File: config.mk
export PLATFORM = sky130hd
export DESIGN_NAME = mar_reducer
export DESIGN_NICKNAME = d
export VERILOG_FILES = /design/src/common/mar_pkg.sv /design/src/logic/mar_reducer.sv /design/src/logic/mar_combine.sv
export SDC_FILE = /design/constraint.sdc
export NUM_CORES = 1
export LEC_CHECK = 0
export BUFFER_PORTS_ARGS = -buffer_cell sky130_fd_sc_hd__buf_2
export CAP_MARGIN = 10
export CORE_MARGIN = 2
export CORE_UTILIZATION = 35
export DETAILED_ROUTE_END_ITERATION = 10
export SLEW_MARGIN = 20
export SYNTH_ARGS = -nofsm -noshare
export SYNTH_HDL_FRONTEND = slang
export SYNTH_SLANG_ARGS = --single-unit
File: constraint.sdc
create_clock -name clock -period 3.95 [get_ports clock]
set_clock_uncertainty 0.2 [all_clocks]
set_input_delay 0.5925 -clock clock [delete_from_list [all_inputs] [get_ports clock]]
set_output_delay 0.5925 -clock clock [all_outputs]
set_load 0.02 [all_outputs]
File: src/common/mar_pkg.sv
// package for the matrix axis reducer: sizes, operation codes, states
// assumes one clock domain and a synchronous active-high reset
`default_nettype none
package mar_pkg;
  // matrix geometry and data widths
  localparam int ROWS = 4;
  localparam int COLS = 4;
  localparam int PIX_W = 8;
  // accumulator is wide enough for COLS or ROWS full-scale pixels summed
  localparam int ACC_W = 16;
  localparam int MAXN = 4;
  localparam int IDX_W = 2;
  localparam int CNT_W = 3;
  localparam int TOT_W = 5;
  // typed copies for compares and arithmetic at the target width
  localparam logic [IDX_W-1:0] LAST_ROW = 2'h3;
  localparam logic [IDX_W-1:0] LAST_COL = 2'h3;
  localparam logic [CNT_W-1:0] ROWS_N = 3'h4;
  localparam logic [CNT_W-1:0] COLS_N = 3'h4;
  localparam logic [ACC_W-1:0] ROWS_ACC = 16'h0004;
  localparam logic [ACC_W-1:0] COLS_ACC = 16'h0004;
  localparam logic [TOT_W-1:0] PIX_TOTAL = 5'h10;
  // axis selector values
  localparam logic AXIS_TO_ROW = 1'h0;
  localparam logic AXIS_TO_COL = 1'h1;
  // reduction operation codes; any other code falls back to sum
  localparam logic [2:0] OP_SUM = 3'h0;
  localparam logic [2:0] OP_AVERAGE = 3'h1;
  localparam logic [2:0] OP_MAX = 3'h2;
  localparam logic [2:0] OP_MIN = 3'h3;
  typedef logic [ACC_W-1:0] mar_accumulator_type_t;
  typedef enum logic [1:0] {ST_IDLE, ST_LOAD, ST_EMIT} mar_state_e;
endpackage
`default_nettype wire

File: src/logic/mar_reducer.sv
// matrix axis reducer: collapses a raster-order matrix stream to one row or column
// assumes producer and consumer run on the same clock with valid/ready handshakes
//
// Operation
// - axis 0: fold all rows together, emit one value per column
// - axis 1: fold all columns together, emit one value per row
// - sum: each output is the total along the reduced axis
// - average: each output is the mean along the reduced axis
// - maximum: each output is the largest value along the axis
// - minimum: each output is the smallest value along the axis
// - every input consumed exactly once; whole output vector emitted
`default_nettype none
module mar_reducer (
  // clock and reset
  input wire logic clock,
  input wire logic reset,
  // control
  input wire logic start,
  input wire logic axis_select,
  input wire logic [2:0] reduction_operation_select,
  output logic busy,
  // input pixel stream, raster order
  input wire logic in_valid,
  input wire logic [mar_pkg::PIX_W-1:0] in_data,
  output logic in_ready,
  // output vector stream
  output logic out_valid,
  input wire logic out_ready,
  output logic [mar_pkg::ACC_W-1:0] out_data,
  output logic out_last
);
  // same time base as the bench modules; the logic itself holds no delays
  timeunit 1ns;
  timeprecision 1ps;
  import mar_pkg::*;

  mar_state_e state;
  mar_state_e next_state;
  logic dim;
  logic [2:0] op;
  logic [IDX_W-1:0] row;
  logic [IDX_W-1:0] col;
  mar_accumulator_type_t acc [MAXN];
  logic [CNT_W-1:0] out_idx;
  logic in_fire;
  logic out_fire;
  logic last_pix;
  logic first;
  logic [IDX_W-1:0] acc_idx;
  logic [CNT_W-1:0] n_out;
  logic load_out;
  mar_accumulator_type_t in_ext;
  mar_accumulator_type_t comb_out;
  mar_accumulator_type_t acc_rd;
  mar_accumulator_type_t divisor;
  mar_accumulator_type_t div_res;

  // handshakes and position decode
  assign in_fire = in_valid && in_ready;
  assign out_fire = out_valid && out_ready;
  assign last_pix = (row == LAST_ROW) && (col == LAST_COL);
  assign in_ext = {{(ACC_W-PIX_W){1'b0}}, in_data};
  assign acc_idx = (dim == AXIS_TO_COL) ? row : col;
  assign first = (dim == AXIS_TO_COL) ? (col == '0) : (row == '0);
  assign n_out = (dim == AXIS_TO_COL) ? ROWS_N : COLS_N;
  assign load_out = (state == ST_EMIT) && (!out_valid || out_ready) && (out_idx != n_out);

  // sequencing: idle, take the matrix, then emit the vector
  always_comb begin
    next_state = state;
    unique case (state)
      ST_IDLE: if (start) next_state = ST_LOAD;
      ST_LOAD: if (in_fire && last_pix) next_state = ST_EMIT;
      ST_EMIT: if (out_fire && out_last) next_state = ST_IDLE;
    endcase
  end

  always_ff @(posedge clock) begin
    if (reset) begin
      state <= ST_IDLE;
    end else begin
      state <= next_state;
    end
  end

  // settings latched at start so a change mid-run cannot mix two modes
  always_ff @(posedge clock) begin
    if (reset) begin
      dim <= AXIS_TO_ROW;
      op <= OP_SUM;
    end else if (state == ST_IDLE && start) begin
      dim <= axis_select;
      op <= (reduction_operation_select > OP_MIN) ? OP_SUM : reduction_operation_select;
    end
  end

  // raster position of the next pixel
  always_ff @(posedge clock) begin
    if (reset) begin
      row <= '0;
      col <= '0;
    end else if (state == ST_IDLE && start) begin
      row <= '0;
      col <= '0;
    end else if (in_fire) begin
      col <= (col == LAST_COL) ? '0 : col + 2'h1;
      if (col == LAST_COL) begin
        row <= row + 2'h1;
      end
    end
  end

  // ready only while loading; drops right after the last pixel is taken
  always_ff @(posedge clock) begin
    if (reset) begin
      in_ready <= 1'b0;
      busy <= 1'b0;
    end else begin
      in_ready <= (next_state == ST_LOAD);
      busy <= (next_state != ST_IDLE);
    end
  end

  mar_combine u_combine (
    .op(op),
    .first(first),
    .acc_in(acc[acc_idx]),
    .pix(in_ext),
    .acc_out(comb_out)
  );

  // one accumulator per output element, written as its pixels arrive
  always_ff @(posedge clock) begin
    if (reset) begin
      for (int i = 0; i < MAXN; i++) begin
        acc[i] <= '0;
      end
    end else if (in_fire) begin
      acc[acc_idx] <= comb_out;
    end
  end

  // divisor is the length of the reduced axis; constant divide keeps it small
  assign acc_rd = acc[out_idx[IDX_W-1:0]];
  assign divisor = (dim == AXIS_TO_COL) ? COLS_ACC : ROWS_ACC;
  assign div_res = (op == OP_AVERAGE) ? acc_rd / divisor : acc_rd;

  // output register stage; a full cycle after the last write avoids a bypass
  always_ff @(posedge clock) begin
    if (reset) begin
      out_valid <= 1'b0;
      out_data <= '0;
      out_last <= 1'b0;
      out_idx <= '0;
    end else if (state == ST_IDLE && start) begin
      out_idx <= '0;
    end else if (load_out) begin
      out_valid <= 1'b1;
      out_data <= div_res;
      out_last <= (out_idx == n_out - 3'h1);
      out_idx <= out_idx + 3'h1;
    end else if (out_fire) begin
      out_valid <= 1'b0;
      out_last <= 1'b0;
    end
  end

  // helper counters read only by the checks below
  logic [TOT_W-1:0] in_cnt;
  logic [CNT_W-1:0] out_cnt;
  logic [IDX_W-1:0] shown_idx;
  mar_accumulator_type_t scaled;
  assign shown_idx = out_idx[IDX_W-1:0] - 2'h1;
  assign scaled = out_data * divisor;

  always_ff @(posedge clock) begin
    if (reset || (state == ST_IDLE && start)) begin
      in_cnt <= '0;
      out_cnt <= '0;
    end else begin
      if (in_fire) in_cnt <= in_cnt + 5'h01;
      if (out_fire) out_cnt <= out_cnt + 3'h1;
    end
  end
endmodule
`default_nettype wire

File: src/logic/mar_combine.sv
// one combine step of the reducer: folds a pixel into a running value
// assumes the caller flags the first element along the reduced axis
`default_nettype none
module mar_combine (
  // operation and position
  input wire logic [2:0] op,
  input wire logic first,
  // operands and result
  input wire logic [mar_pkg::ACC_W-1:0] acc_in,
  input wire logic [mar_pkg::ACC_W-1:0] pix,
  output logic [mar_pkg::ACC_W-1:0] acc_out
);
  // same time base as the bench modules; the logic itself holds no delays
  timeunit 1ns;
  timeprecision 1ps;
  import mar_pkg::*;

  // the first element seeds the value, so no identity constant is needed
  always_comb begin
    acc_out = acc_in + pix;
    if (first) begin
      acc_out = pix;
    end else begin
      unique case (op)
        OP_SUM, OP_AVERAGE: acc_out = acc_in + pix;
        OP_MAX: acc_out = (pix > acc_in) ? pix : acc_in;
        OP_MIN: acc_out = (pix < acc_in) ? pix : acc_in;
        default: acc_out = acc_in + pix;
      endcase
    end
  end
endmodule
`default_nettype wire

## Yosys cells after proc, flatten, opt, wreduce, memory -nomap -nowiden

Memory sizes are Yosys's and may differ from the RTL's. A register that Yosys moved wholly into a read port is not among the register bits.
Cells that the tools add are included.

| cells by class | value |
|---|---|
| add/subtract/negate cells | 4 |
| magnitude comparators | 3 |
| equality and inequality tests | 10 |
| multiplexer cells | 26 |
| bitwise operators | 1 |
| reductions and logical operators | 20 |

Operators with widths:

| cell | count |
|---|---|
| $mux 16 | 5 |
| $pmux 16 s2 | 1 |
| $add 16x8->16 | 1 |
| $gt 8x16->1 | 1 |
| $lt 8x16->1 | 1 |
| $mux 2 | 8 |
| $reduce_or 16->1 | 1 |
| $mux 1 | 10 |
| $eq 3x2->1 const B | 3 |
| $logic_and 1x1->1 | 8 |
| $eq 2x2->1 const B | 3 |
| $logic_not 2->1 | 3 |
| $pmux 2 s3 | 1 |
| $reduce_and 2->1 | 3 |
| $add 2x1->2 const B | 2 |
| $eq 2x1->1 const B | 2 |
| $reduce_bool 2->1 | 2 |
| $add 3x1->3 const B | 1 |
| $eq 3x1->1 const B | 1 |
| $gt 3x2->1 const B | 1 |
| $mux 3 | 1 |
| $ne 3x3->1 const B | 1 |
| $reduce_or 2->1 | 1 |
| $logic_not 1->1 | 1 |
| other kinds (2) | 2 |

| word-level totals | value |
|---|---|
| register bits after elaboration | 33 |
| memory bits (writable) | 64 |
| bits of input ports | 17 |
| output and inout bits | 20 |
| word-level logic and storage cells | 76 |
| memories | 1 |

Memories:

| memory | depth | bits a word | rd ports | clocked after Yosys merged registers in | write ports | line | text |
|---|---|---|---|---|---|---|---|
| acc | 4 | 16 | 2 | 1 | 4 | mar_reducer.sv:43 | `mar_accumulator_type_t acc [MAXN];` |

## Depth between registers and ports, before layout

An unclocked memory read counts as a cell.

| logic depth | value |
|---|---|
| depth after elaboration | 7 |
| gate-level depth with buffers | 17 |
| mapped depth without buffers | 13 |

## Cells and area by module

From an unflattened synthesis, not the netlist that was laid out.

| unflattened totals | value |
|---|---|
| cell total of the unflattened synthesis | 589 |
| area, all modules | 6,433.7 um^2 |

Modules (own cells, without submodules):

| module | times used | cells an instance | area an instance (um^2) | sequential area each (um^2) |
|---|---|---|---|---|
| mar_reducer | 1 | 363 | 4,785.8 | 2,622.5 |
| mar_combine | 1 | 226 | 1,647.8 | 0.0 |

## Worst setup path after synthesis

OpenSTA, ideal clock, no wires.

| path | value |
|---|---|
| path type | reg-to-reg |
| start point | register dim |
| end point | memory acc[0][3] in the netlist's numbering, data pin |
| library setup time | 272 ps |
| data arrival time | 3,500 ps |
| data required time | 3,478 ps |
| path slack | -22 ps |
| cell stages (with the launch flop) | 16 |
| clock period less this slack | 3,972 ps |
| cells stage by stage | dfxtp_1 -> buf_6 -> mux2i_2 -> buf_4 -> mux2_2 -> o21ai_0 -> inv_1 -> ha_1 -> buf_2 -> inv_1 -> a21oi_1 -> a21oi_1 -> o311ai_1 -> o21ai_0 -> a211oi_1 -> nor3_1 |

RTL lines:

| item | line | text |
|---|---|---|
| start, declared | mar_reducer.sv:39 | `logic dim;` |
| start signal, assigned | mar_reducer.sv:92 | `dim <= axis_select;` |
| end, declared | mar_reducer.sv:43 |  |

==> impl.org <==
** Synth
- Number of enable-type register cells in the synthesized netlist :: 64
- The Yosys step of the flow raised 0 warnings.
- Counting every instance in the synthesized netlist gives approximately 570.
- Post-synth cell types :: 61
- The biggest area contributor in the post-synthesis netlist is sky130_fd_sc_hd__edfxtp_1.
- Post-Syn Area :: just over 6000 µm²
- The number of nets in the synthesized netlist is 609.
- Average cell area after synthesis :: approximately 11 µm²
- Prevailing post-synth register cell :: sky130_fd_sc_hd__edfxtp_1
- In the synthesized netlist the async set-or-reset flop fraction comes to 0%.
- After synthesis, flip-flops and latches occupy 43.5% of the total area.
- After synthesis, the largest area contributor takes up a little under a third of total cell area.
- Yosys reg bits :: 99
- Top post-synthesis cells by area :: sky130_fd_sc_hd__edfxtp_1 32%, sky130_fd_sc_hd__dfxtp_1 12%, sky130_fd_sc_hd__mux4_2 11%

** Timing
- Peak Freq :: 266 MHz
- Unrepaired setup endpoints after global routing :: no
- Actual slew at the worst max-slew pin :: a little under 1000 ps
- After layout, the minimum clock period comes to around 3800 ps.
- Crit share post-route :: 95.3%
- After layout, the worst setup slack is roughly 190 ps.
- Headroom to the max-slew limit came out at roughly a third.
- Total count of hold-check failures in the final report :: 0
- The final number of max-transition violations came to 0.
- Final count of negative-setup-slack endpoints :: 0
- Across all hold checks on the routed design, the worst slack comes to ~300 ps.

** Setup path
- The largest individual stage delay along the critical path comes from the cell sky130_fd_sc_hd__mux4_2.
- Of all nets on the critical path, the largest fanout is 9.
- Buffer and inverter count on the worst path :: 3
- Tracing the worst setup path back leads to its startpoint at dim.
- The critical path is of the flop to flop type.
- Data arrival time of the critical path :: between 3000 and 4000 ps
- Worst setup SP type :: flop
- The worst register-to-register path begins at dim.
- Family of cells with the greatest summed delay on the critical path :: compound AO/OA/AOI/OAI gates
- The worst setup path is captured at a flop.
- Cell-by-cell trace of the critical path :: mux2i_4 > buf_12 > mux4_2 > inv_1 > ha_1 > a21o_1 > a21oi_1 > nor2_1 > o311a_4 > buf_4 > mux2i_1 > a211o_1 > nor3_1
- For the worst setup path, the data required time is between 3000 and 4000 ps.
- In this design, the stage delay of the slowest critical-path cell is approximately 550 ps.

** CTS
- Hold repair after CTS inserted 0 buffers.
- Clk sink count :: just under 100
- Clock tree from TritonCTS :: done
- Clock-pin slew was measured on the worst setup and hold paths at around 70 ps.
- CTS placed an instance of sky130_fd_sc_hd__clkbuf_16 at the clock tree root.
- CTS built an H-tree with a depth of 3.
- Maximum clock insertion buffer count :: 2
- Clock latency on the worst-skew pair :: 350 ps
- Clock tree synthesis inserted a total of 9 buffers.

** Place
- The number of placed instances, taps included, is between 800 and 900.
- Before CTS, the worst setup slack after placement is -226 ps.
- Final GP Congestion :: approximately 0.91
- Detailed placement finished with a half-perimeter wire length of approximately 13,000 µm.
- Port Buffers :: 36

** Hold path
- The min-delay analysis places its worst path in the category flop to flop.
- In this run the most critical hold path is launched from out_data[14].

** Floorplan
- Number of placed I/O pins :: 37
- The die is 135 µm wide.
- Total core area :: 17,100 µm²
- Vertical extent of the die :: about 140 µm
- Die outline area :: 18,300 µm²
- In this run the core area contains 48 standard-cell rows.
- Initial standard-cell utilization of the core :: between 30 and 40%

** Detailed routing
- Residual antenna-violating net count after detailed routing :: 0
- DR WL/cell :: between 20 and 25 µm
- Detailed-router iteration count before antenna repair :: 5
- For this run, design rule violations remaining after detail routing come to 0.
- After the first detailed-routing iteration, the DRC count stood at 516.
- Using the TritonRoute via totals, the vias-per-cell ratio works out to ~5.8.
- Number of vias after detailed routing :: around 4,900
- The final layout contains routed wiring with a total length of ~18,000 µm.

** GRT
- In the global route stage, overall resource usage came out at 19.7%.
- Summed over all layers, the global routing overflow is 0.
- The first global-routing pass estimated about 27,000 µm of wire.
- The initial antenna violation count is 0.
- The via count of the first global-routing pass came to 4,758.
- Entering global routing, the biggest net connects 24 pins.

** Cells and area
- Area growth from synthesis to layout :: 18.1%
- Ratio of cells with drive above 1 in the final layout :: 22.7%
- For this run, the post-layout net count is 669.
- The count of cells in the finished layout, fillers not included, comes to around 860.
- Fill cells in the final layout number around 1,600.
- Registers take roughly 2600 µm².
- Area occupied by multi-input gates :: between 3000 and 4000 µm²
- 0 antenna diodes ended up in the layout.

** Pwr
- For this design the ratio of total power to cell area is 363 nW/µm².
- Leakage Power :: between 2 and 3 nW
- The worst-case IR drop observed on VDD is 185 µV.

** Run status
- The flow ran to the end, and the final reports show no timing, DRC or antenna violations.

** Flow run
- The tool flagged a number of max-cap violations equal to 0.
==> flip-flops by register name, summed over array words and instances, names as in the netlist, named ones only <==
name	count
in_ready	1
state	2
out_data	16
out_idx	3
col	2
out_valid	1
out_last	1
op	3
busy	1
acc	64
row	2
dim	1
==> worst min-delay path: stages (launching register included) <==
cell and delay [ps]:
sky130_fd_sc_hd__dfxtp_1 330, sky130_fd_sc_hd__a21oi_1 60, sky130_fd_sc_hd__nor2_1 70
==> path summary, 6_finish.rpt <==
| check | cells past startpoint | slack, ps | to |
|---|---|---|---|
| hold / removal | 2 | 290 | out_data[14] |
| hold reg to reg | 2 | 290 | out_data[14] |
| setup / recovery | 13 | 190 | acc[0][5] |
| setup reg to reg | 13 | 190 | acc[0][5] |
==> report_power, final <==
group	total (mW)	switching, mW	internal, mW
sequential	1.16	0.0263	1.13
combinational	0.355	0.209	0.146
clock	1.08	0.394	0.682
==> metrics by stage <==
stage,utilization (%),power (mW),cell area (µm²),setup TNS (ps)
finish,41.8,2.59,7130,0
global route,41.8,2.68,7130,0
CTS,41.5,2.59,7080,0
detailed placement,39.2,1.52,6690,-1330
global placement,39.2,1.52,6690,-2050
floorplan,-,1.40,6040,0
==> cell type report <==
type,instances,area share [%]
Clock buffer,9,3.16
Clock inverter,7,1.93
Inverter,32,1.69
Multi-Input combinational cell,411,45.9
Sequential cell,99,36.9
Tap cell,225,3.95
Timing Repair Buffer,72,6.50
==> timing repair <==
action | CTS | global route
resized for setup | 6 | 7
pin swaps | 0 | 0
endpoints found under the setup margin | 30 | 40
cloned | 0 | 0
setup buffers | 0 | 0
==> cells in the mapped netlist, types with 5 or more instances <==
master                     instances
sky130_fd_sc_hd__mux2i_1          26
sky130_fd_sc_hd__edfxtp_1         64
sky130_fd_sc_hd__a211oi_1         18
sky130_fd_sc_hd__clkbuf_1         10
sky130_fd_sc_hd__mux4_2           30
sky130_fd_sc_hd__inv_1            31
sky130_fd_sc_hd__nor2_1           88
sky130_fd_sc_hd__o31ai_1           5
sky130_fd_sc_hd__o21ai_0           6
sky130_fd_sc_hd__buf_1             5
sky130_fd_sc_hd__xnor2_1           6
sky130_fd_sc_hd__a32o_1            5
sky130_fd_sc_hd__nor3b_1           7
sky130_fd_sc_hd__nand3_1          15
sky130_fd_sc_hd__xor2_1            7
sky130_fd_sc_hd__o32ai_1           6
sky130_fd_sc_hd__nand2_1          44
sky130_fd_sc_hd__nand2b_1          5
sky130_fd_sc_hd__dfxtp_1          35
sky130_fd_sc_hd__o22ai_1           8
sky130_fd_sc_hd__ha_1             26
sky130_fd_sc_hd__a21oi_1          21
sky130_fd_sc_hd__nor4_1            9
sky130_fd_sc_hd__nor3_1           18
==> cells in the final DEF, fill, tap and decap left out, types with 4 or more instances in the layout <==
cell / instances
sky130_fd_sc_hd__o32ai_1: 6
sky130_fd_sc_hd__inv_1: 31
sky130_fd_sc_hd__bufinv_16: 4
sky130_fd_sc_hd__nor3_1: 16
sky130_fd_sc_hd__a31oi_1: 4
sky130_fd_sc_hd__buf_2: 36
sky130_fd_sc_hd__nand2b_1: 5
sky130_fd_sc_hd__clkbuf_16: 9
sky130_fd_sc_hd__nor3b_1: 6
sky130_fd_sc_hd__a211oi_1: 17
sky130_fd_sc_hd__edfxtp_1: 64
sky130_fd_sc_hd__nand3_1: 15
sky130_fd_sc_hd__xor2_1: 7
sky130_fd_sc_hd__nor2_1: 87
sky130_fd_sc_hd__a22oi_1: 4
sky130_fd_sc_hd__a32o_1: 5
sky130_fd_sc_hd__ha_1: 25
sky130_fd_sc_hd__mux4_2: 30
sky130_fd_sc_hd__o22ai_1: 8
sky130_fd_sc_hd__nand2_1: 44
sky130_fd_sc_hd__nor4_1: 9
sky130_fd_sc_hd__o21ai_0: 6
sky130_fd_sc_hd__buf_4: 35
sky130_fd_sc_hd__mux2i_1: 25
sky130_fd_sc_hd__dfxtp_1: 34
sky130_fd_sc_hd__xnor2_1: 6
sky130_fd_sc_hd__a21oi_1: 20
sky130_fd_sc_hd__and3_1: 4
==> cells by family after synthesis <==
family,after synthesis,synth area share [%]
multiplexers,60,16.3
AO/OA/AOI/OAI,103,12.4
adder cells (fa/ha/maj),27,5.72
flip-flops,99,43.5
XOR/XNOR,13,1.89
AND/OR/NAND/NOR,208,16.2
buffers and inverters,55,3.98
==> layer usage <==
layer,global-route usage (%),share of wire [%],up-vias
li1,-,-,2255
met1,25.1,41,2416
met2,33.6,50,218
met3,3.03,7.2,28
met4,8.04,2.2,0
met5,0,0,-
No activity file was read; power rests on OpenSTA's default activity.
